### src/shared/periph_dma_defines.vh
`ifndef PERIPH_DMA_DEFINES_VH
`define PERIPH_DMA_DEFINES_VH

// Register byte offsets
`define OFS_RX_ADDRESS 8'h00
`define OFS_RX_COUNT 8'h04
`define OFS_TX_ADDRESS 8'h08
`define OFS_TX_COUNT 8'h0C
`define OFS_RX_NEXT_ADDRESS 8'h10
`define OFS_RX_NEXT_COUNT 8'h14
`define OFS_TX_NEXT_ADDRESS 8'h18
`define OFS_TX_NEXT_COUNT 8'h1C
`define OFS_TRANSFER_CONTROL 8'h20
`define OFS_TRANSFER_STATE 8'h24

// Control and state bit positions
`define BIT_RX_REQUEST_ENABLE 0
`define BIT_RX_REQUEST_DISABLE 1
`define BIT_TX_REQUEST_ENABLE 8
`define BIT_TX_REQUEST_DISABLE 9

// Field widths and reset values
`define COUNT_W 16
`define RST_ADDRESS 32'h0000_0000
`define RST_COUNT 16'h0000

// Transfer unit size codes
`define SIZE_BYTE 2'h0
`define SIZE_HALF 2'h1
`define SIZE_WORD 2'h2

`endif

### src/peripheral_dma_channel_regs.v
// Function
// Rx count zero halts, nonzero runs if enabled
// Tx count zero halts, nonzero runs if enabled
// Software loads rx count with buffer size
// Software loads tx address with buffer start
// Software loads tx count with buffer size
// Half duplex: current addresses shared
// Half duplex: current counts shared
// Half duplex: next addresses shared
// Half duplex: next counts shared
// Next receive buffer address register
// Next receive buffer size register
// Next transmit buffer address register
// Next transmit buffer size register
// Bit 0 enables rx unless bit 1
// Bit 1 disables rx requests
// Bit 8 enables tx requests
// Bit 9 disables tx requests
// Half duplex: rx enable disables tx
// Half duplex: rx disable disables tx
// Half duplex: tx enable only without rx
// Half duplex: tx disable disables rx
// Software never sets both enables half duplex
// Count zero: reload from next or stop
// Address advances by 1, 2 or 4
// State register shows enables per direction
// Reserved bits and control read zero
// Enable change acts at write completion
//
// Register access over AHB-Lite and the address map were left to the implementer.
`timescale 1ns/10ps
`include "periph_dma_defines.vh"

module peripheral_dma_channel_regs (
    input wire hclk, // System clock
    input wire hresetn, // Async reset, active low
    input wire hsel, // Slave select
    input wire [31:0] haddr, // Byte address
    input wire [1:0] htrans, // Transfer type
    input wire hwrite, // Write when high
    input wire [2:0] hsize, // Transfer size
    input wire [31:0] hwdata, // Write data
    input wire hready, // Bus ready
    output reg hreadyout, // Slave ready
    output reg [31:0] hrdata, // Read data
    output reg hresp, // Always OKAY
    input wire half_duplex, // Peripheral is half duplex
    input wire [1:0] unit_size, // Byte, half or word units
    input wire rx_ready, // Peripheral has rx data
    input wire [31:0] rx_hold_data, // Peripheral rx holding data
    input wire tx_ready, // Peripheral wants tx data
    output reg rx_take, // Rx data taken, pulse
    output reg [31:0] tx_hold_data, // Data for peripheral
    output reg tx_load, // Tx data valid, pulse
    output reg mem_req, // Memory access request
    output reg mem_write, // Memory write when high
    output reg [31:0] mem_addr, // Memory byte address
    output reg [1:0] mem_size, // Memory access size
    output reg [31:0] mem_wdata, // Memory write data
    input wire mem_ack, // Memory access done
    input wire [31:0] mem_rdata, // Memory read data
    output reg rx_active, // Rx requests enabled
    output reg tx_active // Tx requests enabled
);

    // Engine states, one-hot
    localparam [3:0] ST_IDLE = 4'b0001;
    localparam [3:0] ST_RX = 4'b0010;
    localparam [3:0] ST_TX = 4'b0100;
    localparam [3:0] ST_SETTLE = 4'b1000;

    // Current and next buffers, per direction
    reg [31:0] rx_address_field_q;
    reg [`COUNT_W-1:0] rx_count_field_q;
    reg [31:0] tx_address_field_q;
    reg [`COUNT_W-1:0] tx_count_field_q;
    reg [31:0] rx_next_address_field_q;
    reg [`COUNT_W-1:0] rx_next_count_field_q;
    reg [31:0] tx_next_address_field_q;
    reg [`COUNT_W-1:0] tx_next_count_field_q;

    // Engine state and bus data phase
    reg [3:0] state_q;
    reg wr_pend_q;
    reg rd_pend_q;
    reg [7:0] addr_q;

    // Combinational helpers
    reg [31:0] rd_mux;
    reg [31:0] eng_ptr;
    reg [`COUNT_W-1:0] eng_cnt;
    reg [`COUNT_W-1:0] eng_dec;
    reg [31:0] eng_nptr;
    reg [`COUNT_W-1:0] eng_ncnt;
    reg [31:0] eng_inc;

    // Next values of the enable flops
    reg rx_en_d;
    reg tx_en_d;

    // Address phase accepted at this edge
    wire addr_phase = hsel & htrans[1] & hready;

    // Decode of the pending data phase
    wire mapped = (addr_q <= `OFS_TRANSFER_STATE) && (addr_q[1:0] == 2'h0);
    wire wr_ctl = wr_pend_q && (addr_q == `OFS_TRANSFER_CONTROL);

    // Unit may start: enabled, count left, ready
    wire rx_go = rx_active && (rx_count_field_q != `RST_COUNT) && rx_ready;
    wire tx_go = tx_active && (tx_count_field_q != `RST_COUNT) && tx_ready;

    // Unit done; half duplex moves both copies
    wire adv = mem_ack && ((state_q == ST_RX) || (state_q == ST_TX));
    wire adv_rx = adv && ((state_q == ST_RX) || half_duplex);
    wire adv_tx = adv && ((state_q == ST_TX) || half_duplex);

    // Read data mux; control reads zero
    always @* begin
        rd_mux = 32'h0000_0000;
        if (mapped) begin
            case (addr_q)
                `OFS_RX_ADDRESS: rd_mux = rx_address_field_q;
                // Counts fill 15:0, upper bits read zero
                `OFS_RX_COUNT: rd_mux = {16'h0000, rx_count_field_q};
                `OFS_TX_ADDRESS: rd_mux = tx_address_field_q;
                `OFS_TX_COUNT: rd_mux = {16'h0000, tx_count_field_q};
                `OFS_RX_NEXT_ADDRESS: rd_mux = rx_next_address_field_q;
                `OFS_RX_NEXT_COUNT: rd_mux = {16'h0000, rx_next_count_field_q};
                `OFS_TX_NEXT_ADDRESS: rd_mux = tx_next_address_field_q;
                `OFS_TX_NEXT_COUNT: rd_mux = {16'h0000, tx_next_count_field_q};
                // Live enable bits, one per direction
                `OFS_TRANSFER_STATE: begin
                    rd_mux[`BIT_RX_REQUEST_ENABLE] = rx_active;
                    rd_mux[`BIT_TX_REQUEST_ENABLE] = tx_active;
                end
                default: rd_mux = 32'h0000_0000;
            endcase
        end
    end

    // Next state of the two enable bits
    always @* begin
        rx_en_d = rx_active;
        tx_en_d = tx_active;
        if (wr_ctl) begin
            // Shared channel: any disable stops both
            if (half_duplex) begin
                if (hwdata[`BIT_RX_REQUEST_DISABLE] || hwdata[`BIT_TX_REQUEST_DISABLE]) begin
                    rx_en_d = 1'b0;
                    tx_en_d = 1'b0;
                end else if (hwdata[`BIT_RX_REQUEST_ENABLE]) begin
                    rx_en_d = 1'b1;
                    tx_en_d = 1'b0;
                end else if (hwdata[`BIT_TX_REQUEST_ENABLE]) begin
                    tx_en_d = 1'b1;
                end
            end else begin
                // Separate channels: disable wins
                if (hwdata[`BIT_RX_REQUEST_DISABLE]) begin
                    rx_en_d = 1'b0;
                end else if (hwdata[`BIT_RX_REQUEST_ENABLE]) begin
                    rx_en_d = 1'b1;
                end
                if (hwdata[`BIT_TX_REQUEST_DISABLE]) begin
                    tx_en_d = 1'b0;
                end else if (hwdata[`BIT_TX_REQUEST_ENABLE]) begin
                    tx_en_d = 1'b1;
                end
            end
        end
    end

    // Pointer and counter step of the active direction
    always @* begin
        // Receive view in ST_RX, transmit otherwise
        if (state_q == ST_RX) begin
            eng_ptr = rx_address_field_q;
            eng_cnt = rx_count_field_q;
            eng_nptr = rx_next_address_field_q;
            eng_ncnt = rx_next_count_field_q;
        end else begin
            eng_ptr = tx_address_field_q;
            eng_cnt = tx_count_field_q;
            eng_nptr = tx_next_address_field_q;
            eng_ncnt = tx_next_count_field_q;
        end
        // Wraps only if a count is zeroed mid-unit
        eng_dec = eng_cnt - 16'h0001;
        // Address step follows the unit size
        case (mem_size)
            `SIZE_BYTE: eng_inc = 32'h0000_0001;
            `SIZE_HALF: eng_inc = 32'h0000_0002;
            default: eng_inc = 32'h0000_0004;
        endcase
    end

    // Bus slave phases: writes zero wait, reads one wait
    always @(posedge hclk or negedge hresetn) begin
        if (!hresetn) begin
            wr_pend_q <= 1'b0;
            rd_pend_q <= 1'b0;
            addr_q <= 8'h00;
            hreadyout <= 1'b1;
            hrdata <= 32'h0000_0000;
            hresp <= 1'b0;
        end else begin
            // Every answer is OKAY
            hresp <= 1'b0;
            wr_pend_q <= addr_phase & hwrite;
            rd_pend_q <= addr_phase & ~hwrite;
            // Upper addresses fold onto unmapped offset 0xFC
            if (addr_phase) begin
                addr_q <= (haddr[31:8] == 24'h00_0000) ? haddr[7:0] : 8'hFC;
            end
            // One wait per read gives the mux a cycle
            hreadyout <= ~(addr_phase & ~hwrite);
            // Read data holds until the next read
            if (rd_pend_q) begin
                hrdata <= rd_mux;
            end
        end
    end

    // Registers: engine updates, bus writes take priority
    always @(posedge hclk or negedge hresetn) begin
        if (!hresetn) begin
            rx_address_field_q <= `RST_ADDRESS;
            rx_count_field_q <= `RST_COUNT;
            tx_address_field_q <= `RST_ADDRESS;
            tx_count_field_q <= `RST_COUNT;
            rx_next_address_field_q <= `RST_ADDRESS;
            rx_next_count_field_q <= `RST_COUNT;
            tx_next_address_field_q <= `RST_ADDRESS;
            tx_next_count_field_q <= `RST_COUNT;
            rx_active <= 1'b0;
            tx_active <= 1'b0;
        end else begin
            // Enables follow the control write
            rx_active <= rx_en_d;
            tx_active <= tx_en_d;

            // Engine step: advance, or reload at zero
            if (adv_rx) begin
                if (eng_dec == `RST_COUNT && eng_ncnt != `RST_COUNT) begin
                    rx_address_field_q <= eng_nptr;
                    rx_count_field_q <= eng_ncnt;
                    rx_next_address_field_q <= `RST_ADDRESS;
                    rx_next_count_field_q <= `RST_COUNT;
                end else begin
                    rx_address_field_q <= eng_ptr + eng_inc;
                    rx_count_field_q <= eng_dec;
                end
            end

            if (adv_tx) begin
                if (eng_dec == `RST_COUNT && eng_ncnt != `RST_COUNT) begin
                    tx_address_field_q <= eng_nptr;
                    tx_count_field_q <= eng_ncnt;
                    tx_next_address_field_q <= `RST_ADDRESS;
                    tx_next_count_field_q <= `RST_COUNT;
                end else begin
                    tx_address_field_q <= eng_ptr + eng_inc;
                    tx_count_field_q <= eng_dec;
                end
            end

            // Bus write last, so it beats the engine
            if (wr_pend_q) begin
                case (addr_q)
                    `OFS_RX_ADDRESS: begin
                        rx_address_field_q <= hwdata;
                        if (half_duplex) tx_address_field_q <= hwdata;
                    end
                    `OFS_TX_ADDRESS: begin
                        tx_address_field_q <= hwdata;
                        if (half_duplex) rx_address_field_q <= hwdata;
                    end
                    `OFS_RX_COUNT: begin
                        rx_count_field_q <= hwdata[15:0];
                        if (half_duplex) tx_count_field_q <= hwdata[15:0];
                    end
                    `OFS_TX_COUNT: begin
                        tx_count_field_q <= hwdata[15:0];
                        if (half_duplex) rx_count_field_q <= hwdata[15:0];
                    end
                    `OFS_RX_NEXT_ADDRESS: begin
                        rx_next_address_field_q <= hwdata;
                        if (half_duplex) tx_next_address_field_q <= hwdata;
                    end
                    `OFS_TX_NEXT_ADDRESS: begin
                        tx_next_address_field_q <= hwdata;
                        if (half_duplex) rx_next_address_field_q <= hwdata;
                    end
                    `OFS_RX_NEXT_COUNT: begin
                        rx_next_count_field_q <= hwdata[15:0];
                        if (half_duplex) tx_next_count_field_q <= hwdata[15:0];
                    end
                    `OFS_TX_NEXT_COUNT: begin
                        tx_next_count_field_q <= hwdata[15:0];
                        if (half_duplex) rx_next_count_field_q <= hwdata[15:0];
                    end
                    default: begin
                    end
                endcase
            end
        end
    end

    // Transfer engine: one unit per peripheral ready
    always @(posedge hclk or negedge hresetn) begin
        if (!hresetn) begin
            state_q <= ST_IDLE;
            mem_req <= 1'b0;
            mem_write <= 1'b0;
            mem_addr <= 32'h0000_0000;
            mem_size <= `SIZE_BYTE;
            mem_wdata <= 32'h0000_0000;
            rx_take <= 1'b0;
            tx_load <= 1'b0;
            tx_hold_data <= 32'h0000_0000;
        end else begin
            rx_take <= 1'b0;
            tx_load <= 1'b0;
            case (state_q)
                // Receive has priority over transmit
                ST_IDLE: begin
                    if (rx_go) begin
                        mem_req <= 1'b1;
                        mem_write <= 1'b1;
                        mem_addr <= rx_address_field_q;
                        mem_size <= unit_size;
                        mem_wdata <= rx_hold_data;
                        state_q <= ST_RX;
                    end else if (tx_go) begin
                        mem_req <= 1'b1;
                        mem_write <= 1'b0;
                        mem_addr <= tx_address_field_q;
                        mem_size <= unit_size;
                        state_q <= ST_TX;
                    end
                end

                // Memory write done: free rx data
                ST_RX: begin
                    if (mem_ack) begin
                        mem_req <= 1'b0;
                        rx_take <= 1'b1;
                        state_q <= ST_SETTLE;
                    end
                end

                // Memory read done: hand data over
                ST_TX: begin
                    if (mem_ack) begin
                        mem_req <= 1'b0;
                        tx_hold_data <= mem_rdata;
                        tx_load <= 1'b1;
                        state_q <= ST_SETTLE;
                    end
                end

                // Lets ready fall after the pulse
                ST_SETTLE: begin
                    state_q <= ST_IDLE;
                end

                // Illegal code: drop request, go idle
                default: begin
                    mem_req <= 1'b0;
                    state_q <= ST_IDLE;
                end
            endcase
        end
    end

endmodule // peripheral_dma_channel_regs

### config.mk
export PLATFORM = sky130hd
export DESIGN_NAME = peripheral_dma_channel_regs
export DESIGN_NICKNAME = d
export VERILOG_FILES = /design/src/peripheral_dma_channel_regs.v
export VERILOG_INCLUDE_DIRS = /design/src /design/src/shared
export SDC_FILE = /design/constraint.sdc
export NUM_CORES = 1
export LEC_CHECK = 0
export BUFFER_PORTS_ARGS = -buffer_cell sky130_fd_sc_hd__buf_2
export CORE_MARGIN = 1
export CORE_UTILIZATION = 30
export DETAILED_ROUTE_END_ITERATION = 12
export GPL_TIMING_DRIVEN = 0
export SLEW_MARGIN = 40
export SYNTH_ARGS = -nofsm -noshare
export SYNTH_HDL_FRONTEND = slang
export SYNTH_SLANG_ARGS = --single-unit
### constraint.sdc
create_clock -name hclk -period 5.6 [get_ports hclk]
set_input_delay 0 -clock hclk [delete_from_list [all_inputs] [get_ports hclk]]
set_output_delay 0 -clock hclk [all_outputs]
set_load 0.01 [all_outputs]
# == Word-level counts from Yosys, hierarchy flattened ==
# Index checks and enable logic that the tools add are counted.
# op_classes
mux,75
order_cmp,1
reduce_logical,29
bitwise_logic,7
eq_ne,16
n_addsub,2
# op_table
operator,n
$mux W32,20
$mux W16,17
$pmux W32 S2,4
$pmux W23 S8,1
$pmux W16 S2,4
$pmux W7 S8,1
$reduce_bool A16 Y1,3
$add A32 B32 Y32,1
$eq A8 B5 Y1 const B,4
$logic_not A24 Y1,1
$pmux W1 S9,2
$mux W1,17
$eq A8 B4 Y1 const B,2
$eq A8 B6 Y1 const B,2
$logic_not A16 Y1,1
$sub A16 B1 Y16 const B,1
$mux W4,3
$logic_and A1 B1 Y1,10
$eq A8 B3 Y1 const B,1
$le A8 B6 Y1 const B,1
$logic_not A8 Y1,1
$mux W8,1
$pmux W4 S2,1
$reduce_and A2 Y1,4
17 further kinds,27
# totals
out_inout_bits,138
wordCells,154
register_bits,343

# == Logic depth before layout (Yosys ltp) ==
# Gate-level depths: netlist (run 1).
# logic_depth
ltp_word,10
depth_mapped,22
mapped_depth_nobuf,15

# == Worst setup path before layout (run 1) ==
# OpenSTA, ideal clock, no wires.
# synth_path
path_kind,register -> register
startpoint,reg state_q[3]
endpoint,reg tx_address_field_q[24]
n_path_buf,7
stages_incl_launch_ff,23
setup_time_ps,132
slack_ps,318
t_required_ps,5468
arrival_ps,5150
cell_sequence,dfrtp_1 > buf_4 > nor4b_4 > buf_2 > buf_2 > buf_2 > buf_2 > clkbuf_1 > nand2_1 > nand2_1 > ha_1 > inv_1 > fa_1 > nand2b_1 > a2111oi_0 > o22ai_1 > nand2b_1 > clkbuf_1 > or3_1 > xnor2_1 > nor2_1 > nor3_1 > o22ai_1
# synth_between
elab_chain_cells,10
elab_cells_between_ends,20
cone_classes,2 x add/sub; 2 x eq/ne; 9 x mux; 7 x reduce/logical
# synth_lines
item,line_no,text
start: declaration,peripheral_dma_channel_regs.v:83,reg [3:0] state_q;
start signal: assignment,peripheral_dma_channel_regs.v:312,state_q <= ST_IDLE;
start signal: assignment,peripheral_dma_channel_regs.v:333,state_q <= ST_RX;
start signal: assignment,peripheral_dma_channel_regs.v:339,state_q <= ST_TX;
$eq A4 B2 Y1,"peripheral_dma_channel_regs.v:113, peripheral_dma_channel_regs.v:176",
$mux W16,peripheral_dma_channel_regs.v:176,if (state_q == ST_RX) begin
$sub A16 B1 Y16,peripheral_dma_channel_regs.v:188,eng_dec = eng_cnt - 16'h0001;
$logic_not A16 Y1 (no source line),n/a,
$logic_and A1 B1 Y1 (no source line),n/a,
$mux W32,peripheral_dma_channel_regs.v:256,if (eng_dec == `RST_COUNT && eng_ncnt != `RST_COUNT) begin
$mux W32 *,peripheral_dma_channel_regs.v:255,if (adv_tx) begin
$mux W32,peripheral_dma_channel_regs.v:272,if (half_duplex) tx_address_field_q <= hwdata;
$pmux W32 S2,peripheral_dma_channel_regs.v:269,case (addr_q)
$mux W32 *,peripheral_dma_channel_regs.v:268,if (wr_pend_q) begin
end signal: assignment,peripheral_dma_channel_regs.v:257,tx_address_field_q <= eng_nptr;
end signal: assignment,peripheral_dma_channel_regs.v:272,
end signal: assignment,peripheral_dma_channel_regs.v:275,tx_address_field_q <= hwdata;
end: declaration,peripheral_dma_channel_regs.v:75,reg [31:0] tx_address_field_q;
# Mark *: on every way between the ends. The rest lies on a longest branch, timed or not.
# A chain may end at the register's enable or synchronous reset.

# == Worst setup path in the final report (run 1) ==
# Same ends and word-level chain as after synthesis.

==> results of run 1 <==
sequential cells by signal, indices dropped and copies added (netlist names), 32 cells and up:
register                 cells
mem_wdata                   32
tx_next_address_field_q     32
hrdata                      32
tx_hold_data                32
rx_address_field_q          32
mem_addr                    32
rx_next_address_field_q     32
tx_address_field_q          32
logic make-up after synthesis:
logic type | after synthesis | share of synthesized area
AO/OA/AOI/OAI | 488 | 0.191
other | 1 | 0.000206
AND/OR/NAND/NOR | 562 | 0.142
XOR/XNOR | 55 | 0.0269
multiplexers | 201 | 0.116
buffers and inverters | 204 | 0.0480
flip-flops | 343 | 0.472
adder cells (fa/ha/maj) | 6 | 0.00454
power groups by stage:
| stage | Sequential (mW) | Combinational (mW) | Clock, mW |
|---|---|---|---|
| finish | 2.69 | 0.563 | 2.69 |
| global route | 2.70 | 0.616 | 2.84 |
| CTS | 2.68 | 0.559 | 2.74 |
| detailed placement | 2.72 | 0.491 | 0 |
| global placement | 2.72 | 0.466 | 0 |
| floorplan | 2.71 | 0.230 | 0 |
final cells by class:
class / instances / area, sq um
Multi-Input combinational cell: 1313 / 8830
Clock buffer: 53 / 1130
Tap cell: 773 / 967
Timing Repair Buffer: 393 / 2720
Buffer: 149 / 719
Fill cell: 5846 / 36100
Inverter: 52 / 195
Clock inverter: 18 / 189
Antenna cell: 1 / 2.50
Sequential cell: 343 / 8590
worst register-to-register path: cells and delay by family (launching register included):
family	cells	cell delay [ps]
simple gates	8	1630
fa+ha+maj	2	630
flops	1	370
buf+inv	7	1610
xor+xnor	1	150
compound gates	3	840
metal layers:
layer	vias up	wire length (microns)	track usage
li1	7681	-	-
met1	9016	31100	0.320
met2	1045	35900	0.398
met3	225	7270	0.0589
met4	4	3830	0.122
met5	-	27	0
path summary, 6_finish.rpt:
kind,from,endpoint,slack [ps],cells after the start
setup / recovery,state_q[3]$_DFFE_PN0P_,tx_address_field_q[24]$_DFF_PN0_,240,21
hold / removal,hwdata[0],tx_count_field_q[0]$_DFF_PN0_,20,2
max in group asynchronous,hresetn,mem_wdata[16]$_DFFE_PN0P_,4490,5
min in group asynchronous,hresetn,hrdata[16]$_DFFE_PN0P_,30,3
hold reg to reg,mem_write$_DFFE_PN0P_,mem_write$_DFFE_PN0P_,470,2
setup reg to reg,state_q[3]$_DFFE_PN0P_,tx_address_field_q[24]$_DFF_PN0_,240,21
through the flow:
step | instance area (sq um) | power [mW]
6_report | 23300 | 5.94
5_1_grt | 23300 | 6.15
4_1_cts | 23300 | 5.98
3_5_place_dp | 20700 | 3.22
3_3_place_gp | 20500 | 3.19
2_1_floorplan | 18200 | 2.94
Yosys cell counts (32+ instances only):
cell and instances:
sky130_fd_sc_hd__nand3_1 36, sky130_fd_sc_hd__o22ai_1 49, sky130_fd_sc_hd__dfrtp_1 341, sky130_fd_sc_hd__a31oi_1 58, sky130_fd_sc_hd__a22o_1 121, sky130_fd_sc_hd__nor3_1 44
sky130_fd_sc_hd__mux2i_1 128, sky130_fd_sc_hd__o21ai_0 81, sky130_fd_sc_hd__a21oi_1 49, sky130_fd_sc_hd__nand2_1 231, sky130_fd_sc_hd__nor2_1 132, sky130_fd_sc_hd__mux2_2 72
sky130_fd_sc_hd__inv_1 52, sky130_fd_sc_hd__clkbuf_1 92, sky130_fd_sc_hd__buf_2 32
repair_timing:
action	CTS	global route
setup endpoints to repair	192	172
hold buffers	119	0
resized for setup	19	12
pin swaps	1	4
hold endpoints to repair	373	0
setup buffers	2	2
==> impl_metrics.py, run 1 <==
metrics = {
    "timing": {
        "drv_slew": 0,
        "clock-skew-final_ps": 38.3,
        "timing.final.hold_violations": 0,
        "max_clock_freq_mhz": 187,
        "slew_headroom": 0.363,
        "setup_repair_after_global_routing_missed_its_margin": "no",
        "worst_slack_ps": 240,
        "hold_slack_ps": 15.6,
        "final.min_clock_period_ps": 5360,
        "final.setup.tns_ps": 0,
        "final_min_period_over_clock_period": 0.957,
        "worstMarginPinSlew_ps": 956,
        "setup_viol": 0,
    },
    "synth": {
        "synth_largest_type_area_fraction": 0.469,
        "synthCells": 1860,
        "synth-edff-count": 0,
        "yosys.cell_types.count": 77,
        "yosys_warnings": 0,
        "synth_nets": 2010,
        "synth-async-reset-ratio": 1.00,
        "netlist.top_cell.by_area": "sky130_fd_sc_hd__dfrtp_1",
        "yosys-top-cells-area": "sky130_fd_sc_hd__dfrtp_1 47%, sky130_fd_sc_hd__mux2i_1 7.0%, sky130_fd_sc_hd__a22o_1 5.8%",
        "yosys_most_used_dff": "sky130_fd_sc_hd__dfrtp_1",
        "share_of_the_yosys_chip_area_belonging_to_registers": 0.472,
        "ffs_latches_synth": 343,
        "postSynthAreaPerCell_sq_um": 9.79,
        "mappedNetlistArea_sq_mm": 0.0182,
    },
    "clock_tree": {
        "insertion_delay_to_the_later_sink_of_the_worst_skew_pair_ps": 590,
        "cts-buffers-inserted": 40,
        "clk_path_buf_depth": 3,
        "cts.clk_slew.worst_paths_ps": 60,
        "ctsHtreeMaxLevel": 2,
        "clkSinkCount": 343,
        "cts_tree": "built",
        "ctsRootBufferMaster": "sky130_fd_sc_hd__clkbuf_16",
    },
    "cells_and_area": {
        "layout.cells.most_common_list": "341 x sky130_fd_sc_hd__dfrtp_1, 286 x sky130_fd_sc_hd__buf_2, 231 x sky130_fd_sc_hd__nand2_1",
        "final_core_util": 0.393,
        "layout-drive-gt1-share": 0.213,
        "non_filler_cells_in_the_finished_layout": 3095,
        "signed_area_change_from_the_synthesized_netlist_to_the_final_layout_pct": 28.2,
        "final_net_count": 2442,
        "layout_commonest_cell": "sky130_fd_sc_hd__dfrtp_1",
    },
    "grt": {
        "via_count_of_the_first_global_routing_pass": 17934,
        "wire_length_of_the_first_global_routing_pass_mm": 115,
        "grt_antenna_before_repair": 2,
        "grt_util_all_layers": 0.251,
        "grt_start_max_net_pins": 76,
        "gr-total-overflow": 0,
    },
    "die": {
        "fp-row-count": 89,
        "floorplan.die_area_sq_mm": 0.0617,
        "initial_util": 0.306,
        "io_pins": 282,
        "die_y_microns": 248,
        "die_width_microns": 248,
        "coreArea_sq_mm": 0.0595,
    },
    "routing": {
        "routed-via-count": 17971,
        "postRouteWirelength_mm": 78.1,
        "avgRoutedWirePerCell_microns": 25.2,
        "route.detailed.drc": 0,
        "detailedRoute.firstPassIterationCount": 6,
        "vias_per_cell": 5.81,
        "drtIter0Drc": 1848,
        "drtAntennaViolNets": 0,
    },
    "worst_setup_path": {
        "cp-start-kind": "register",
        "cp.arrival_ps": 5780,
        "cp.required_ps": 6020,
        "timing.critical_path.slowest_cell_delay_ps": 460,
        "critPathBufInv": 7,
        "cp-end-kind": "register",
        "timing.critical_path.fanout_max": 19,
        "standard_cell_with_the_maximum_stage_delay_on_the_critical_path": "sky130_fd_sc_hd__fa_1",
        "path_cells": "buf_4 -> nor4b_4 -> buf_6 -> clkbuf_4 -> buf_6 -> buf_8 -> nand2_1 -> nand2_1 -> ha_1 -> inv_1 -> fa_1 -> nand2b_1 -> a2111oi_4 -> o22ai_1 -> nand2b_1 -> clkbuf_1 -> or3_1 -> xnor2_1 -> nor2_1 -> nor3_1 -> o22ai_1",
        "cp_top_family": "simple AND/OR/NAND/NOR gates",
        "worstSetupPathType": "register to register",
    },
    "pwr": {
        "clk_network_pwr_share": 0.453,
        "power.share.switching": 0.260,
        "leakage_nw": 10.4,
        "power.sequential.fraction": 0.452,
        "power_density_mw_per_mm2": 255,
        "internal_power_mw": 4.40,
        "irDropWorstVdd_uv": 177,
        "netSwitchingPower_mw": 1.54,
        "combinationalPowerShare": 0.095,
    },
    "run_status": {
        "status": "completed",
    },
    "placed_design": {
        "numPlacedInstances": 2903,
        "globalplace.congestion": 0.966,
        "port-buffer-count": 263,
        "worst_slack_at_placement_ps": -1610,
        "detailed_place_hpwl_mm": 55.5,
    },
    "min_path": {
        "worst_hold_path_type": "primary input to register",
    },
    "run": {
        "max_cap_violations": 0,
    },
}
Power figures use the tool's default switching activity.
==> run 2, diff against run 1 <==
==> constraint.sdc (replaced) <==
create_clock -name hclk -period 5.6 [get_ports hclk]
set_input_delay 0.56 -clock hclk [delete_from_list [all_inputs] [get_ports hclk]]
set_output_delay 0.56 -clock hclk [all_outputs]
set_load 0.01 [all_outputs]
==> run 2 against run 1 <==
  * Sequential power about the same
  * Clock-buffer cell count unchanged
  * Total power decreased by 1.2%
  * Wire length decreased by 1.7%
  * Global-route usage decreased by 0.44 points
  * Via count decreased by 3.2%
  * Critical endpoint unchanged
  * Largest cell class unchanged
  * Largest power group unchanged
==> impl_metrics.py, run 2 (synthesis results as in run 1) <==
metrics = {
    "clock_tree": {
        "insertion_delay_to_the_later_sink_of_the_worst_skew_pair_ps": 590,
        "ctsRootBufferMaster": "sky130_fd_sc_hd__clkbuf_16",
        "ctsHtreeMaxLevel": 2,
        "cts_tree": "built",
        "clkSinkCount": 343,
        "clk_path_buf_depth": 3,
        "cts-buffers-inserted": 40,
        "cts.clk_slew.worst_paths_ps": 60,
    },
    "cells_and_area": {
        "non_filler_cells_in_the_finished_layout": 2978,
        "multi_input_area_sq_mm": 0.00883,
        "signed_area_change_from_the_synthesized_netlist_to_the_final_layout_pct": 21.6,
        "layout.filler_cells": 5952,
        "area.sequential_sq_mm": 0.00859,
        "layout-drive-gt1-share": 0.224,
        "final_net_count": 2324,
        "layout_commonest_cell": "sky130_fd_sc_hd__dfrtp_1",
        "final_core_util": 0.372,
        "layout.cells.most_common_list": "341 x sky130_fd_sc_hd__dfrtp_1, 286 x sky130_fd_sc_hd__buf_2, 231 x sky130_fd_sc_hd__nand2_1",
    },
    "routing": {
        "routed-via-count": 17404,
        "detailedRoute.firstPassIterationCount": 5,
        "route.detailed.drc": 0,
        "vias_per_cell": 5.84,
        "drtAntennaViolNets": 0,
        "postRouteWirelength_mm": 76.8,
        "avgRoutedWirePerCell_microns": 25.8,
        "drtIter0Drc": 1801,
    },
    "die": {
        "coreArea_sq_mm": 0.0595,
        "floorplan.die_area_sq_mm": 0.0617,
        "initial_util": 0.306,
        "die_y_microns": 248,
        "io_pins": 282,
        "die_width_microns": 248,
        "fp-row-count": 89,
    },
    "pwr": {
        "leakage_nw": 9.94,
        "power_density_mw_per_mm2": 265,
        "irDropWorstVdd_uv": 178,
    },
    "run_status": {
        "status": "completed",
    },
    "timing": {
        "worstMarginPinSlew_ps": 948,
        "clock-skew-final_ps": 37.7,
        "final_min_period_over_clock_period": 0.962,
        "drv_slew": 0,
        "max_clock_freq_mhz": 186,
        "setup_repair_after_global_routing_missed_its_margin": "no",
        "slew_headroom": 0.368,
        "setup_viol": 0,
        "timing.final.hold_violations": 0,
        "final.min_clock_period_ps": 5390,
        "hold_slack_ps": 174,
    },
    "grt": {
        "grt_antenna_before_repair": 5,
        "wire_length_of_the_first_global_routing_pass_mm": 113,
        "grt_start_max_net_pins": 76,
        "via_count_of_the_first_global_routing_pass": 17210,
        "grt_util_all_layers": 0.247,
        "gr-total-overflow": 0,
    },
    "placed_design": {
        "port-buffer-count": 263,
        "globalplace.congestion": 0.966,
        "detailed_place_hpwl_mm": 55.5,
        "numPlacedInstances": 2903,
    },
    "worst_setup_path": {
        "critPathBufInv": 7,
        "cp.arrival_ps": 5810,
        "standard_cell_with_the_maximum_stage_delay_on_the_critical_path": "sky130_fd_sc_hd__fa_1",
        "cp-end-kind": "register",
        "timing.critical_path.fanout_max": 19,
        "path_cells": "buf_4 -> nor4b_4 -> buf_6 -> clkbuf_4 -> buf_6 -> buf_8 -> nand2_1 -> nand2_1 -> ha_1 -> inv_1 -> fa_1 -> nand2b_1 -> a2111oi_4 -> o22ai_1 -> nand2b_1 -> clkbuf_1 -> or3_1 -> xnor2_1 -> nor2_1 -> nor3_1 -> o22ai_1",
        "worstSetupPathType": "register to register",
        "cp-start-kind": "register",
        "cp_top_family": "simple AND/OR/NAND/NOR gates",
        "cp.required_ps": 6020,
        "timing.critical_path.slowest_cell_delay_ps": 460,
    },
    "min_path": {
        "worst_hold_path_type": "primary input to register",
    },
    "run": {
        "max_cap_violations": 0,
    },
}
-- run 2: path summary, 6_finish.rpt --
kind,start,end,slack (ps),cells past startpoint
max,state_q[3]$_DFFE_PN0P_,tx_address_field_q[24]$_DFF_PN0_,210,21
min,haddr[2],addr_q[2]$_DFFE_PN0P_,170,2
max reg2reg,state_q[3]$_DFFE_PN0P_,tx_address_field_q[24]$_DFF_PN0_,210,21
min reg2reg,mem_write$_DFFE_PN0P_,mem_write$_DFFE_PN0P_,470,2
max in group asynchronous,hresetn,mem_wdata[1]$_DFFE_PN0P_,3660,5
min in group asynchronous,hresetn,hrdata[13]$_DFFE_PN0P_,510,2
-- run 2: cell type report --
cell class / count / area share
Inverter: 52 / 0.00881
Buffer: 149 / 0.0325
Antenna cell: 2 / 0.000226
Sequential cell: 343 / 0.388
Timing Repair Buffer: 275 / 0.0688
Clock inverter: 18 / 0.00853
Tap cell: 773 / 0.0437
Multi-Input combinational cell: 1313 / 0.399
Clock buffer: 53 / 0.0511
-- run 2: what timing repair did --
| action | 4_1_cts | 5_1_grt |
|---|---|---|
| pin swaps | 1 | 4 |
| hold endpoints to repair | 46 | 0 |
| hold buffers | 1 | 0 |
| gates resized for setup | 19 | 12 |
| cloned | 0 | 0 |
| endpoints found under the setup margin | 192 | 172 |
| setup buffers | 2 | 2 |
-- run 2: worst reg2reg max path, cell delays in order, from the launching register on --
cell and delay (ps):
sky130_fd_sc_hd__dfrtp_1 360, sky130_fd_sc_hd__buf_4 170, sky130_fd_sc_hd__nor4b_4 270, sky130_fd_sc_hd__buf_6 270
sky130_fd_sc_hd__clkbuf_4 310, sky130_fd_sc_hd__buf_6 260, sky130_fd_sc_hd__buf_8 300, sky130_fd_sc_hd__nand2_1 110
sky130_fd_sc_hd__nand2_1 70, sky130_fd_sc_hd__ha_1 170, sky130_fd_sc_hd__inv_1 70, sky130_fd_sc_hd__fa_1 460
sky130_fd_sc_hd__nand2b_1 300, sky130_fd_sc_hd__a2111oi_4 460, sky130_fd_sc_hd__o22ai_1 270, sky130_fd_sc_hd__nand2b_1 200
sky130_fd_sc_hd__clkbuf_1 220, sky130_fd_sc_hd__or3_1 440, sky130_fd_sc_hd__xnor2_1 150, sky130_fd_sc_hd__nor2_1 70
sky130_fd_sc_hd__nor3_1 180, sky130_fd_sc_hd__o22ai_1 110
-- run 2: where the power goes --
group          internal [mW]  switching (mW)  total (mW)
registers               2.57           0.111        2.69
clock network           1.57            1.12        2.69
logic                  0.208           0.288       0.495
-- run 2: per-stage QoR --
stage | power (mW) | setup TNS (ps) | instance area (sq um) | worst slack, ps
floorplan | 2.94 | 0 | 18200 | 318
global placement | 3.19 | -1200740 | 20500 | -2760
detailed placement | 3.22 | -160750 | 20700 | -1610
CTS | 5.91 | 0 | 22100 | 28.9
global route | 6.07 | 0 | 22100 | 15.1
finish | 5.87 | 0 | 22100 | 213
-- run 2: routing by layer --
metal | vias up | global-route usage | part of all wire
met5 | - | 0 | 0.00053
met1 | 8734 | 0.318 | 0.40
met3 | 208 | 0.0588 | 0.097
met4 | 6 | 0.117 | 0.047
met2 | 1008 | 0.387 | 0.46
li1 | 7448 | - | -
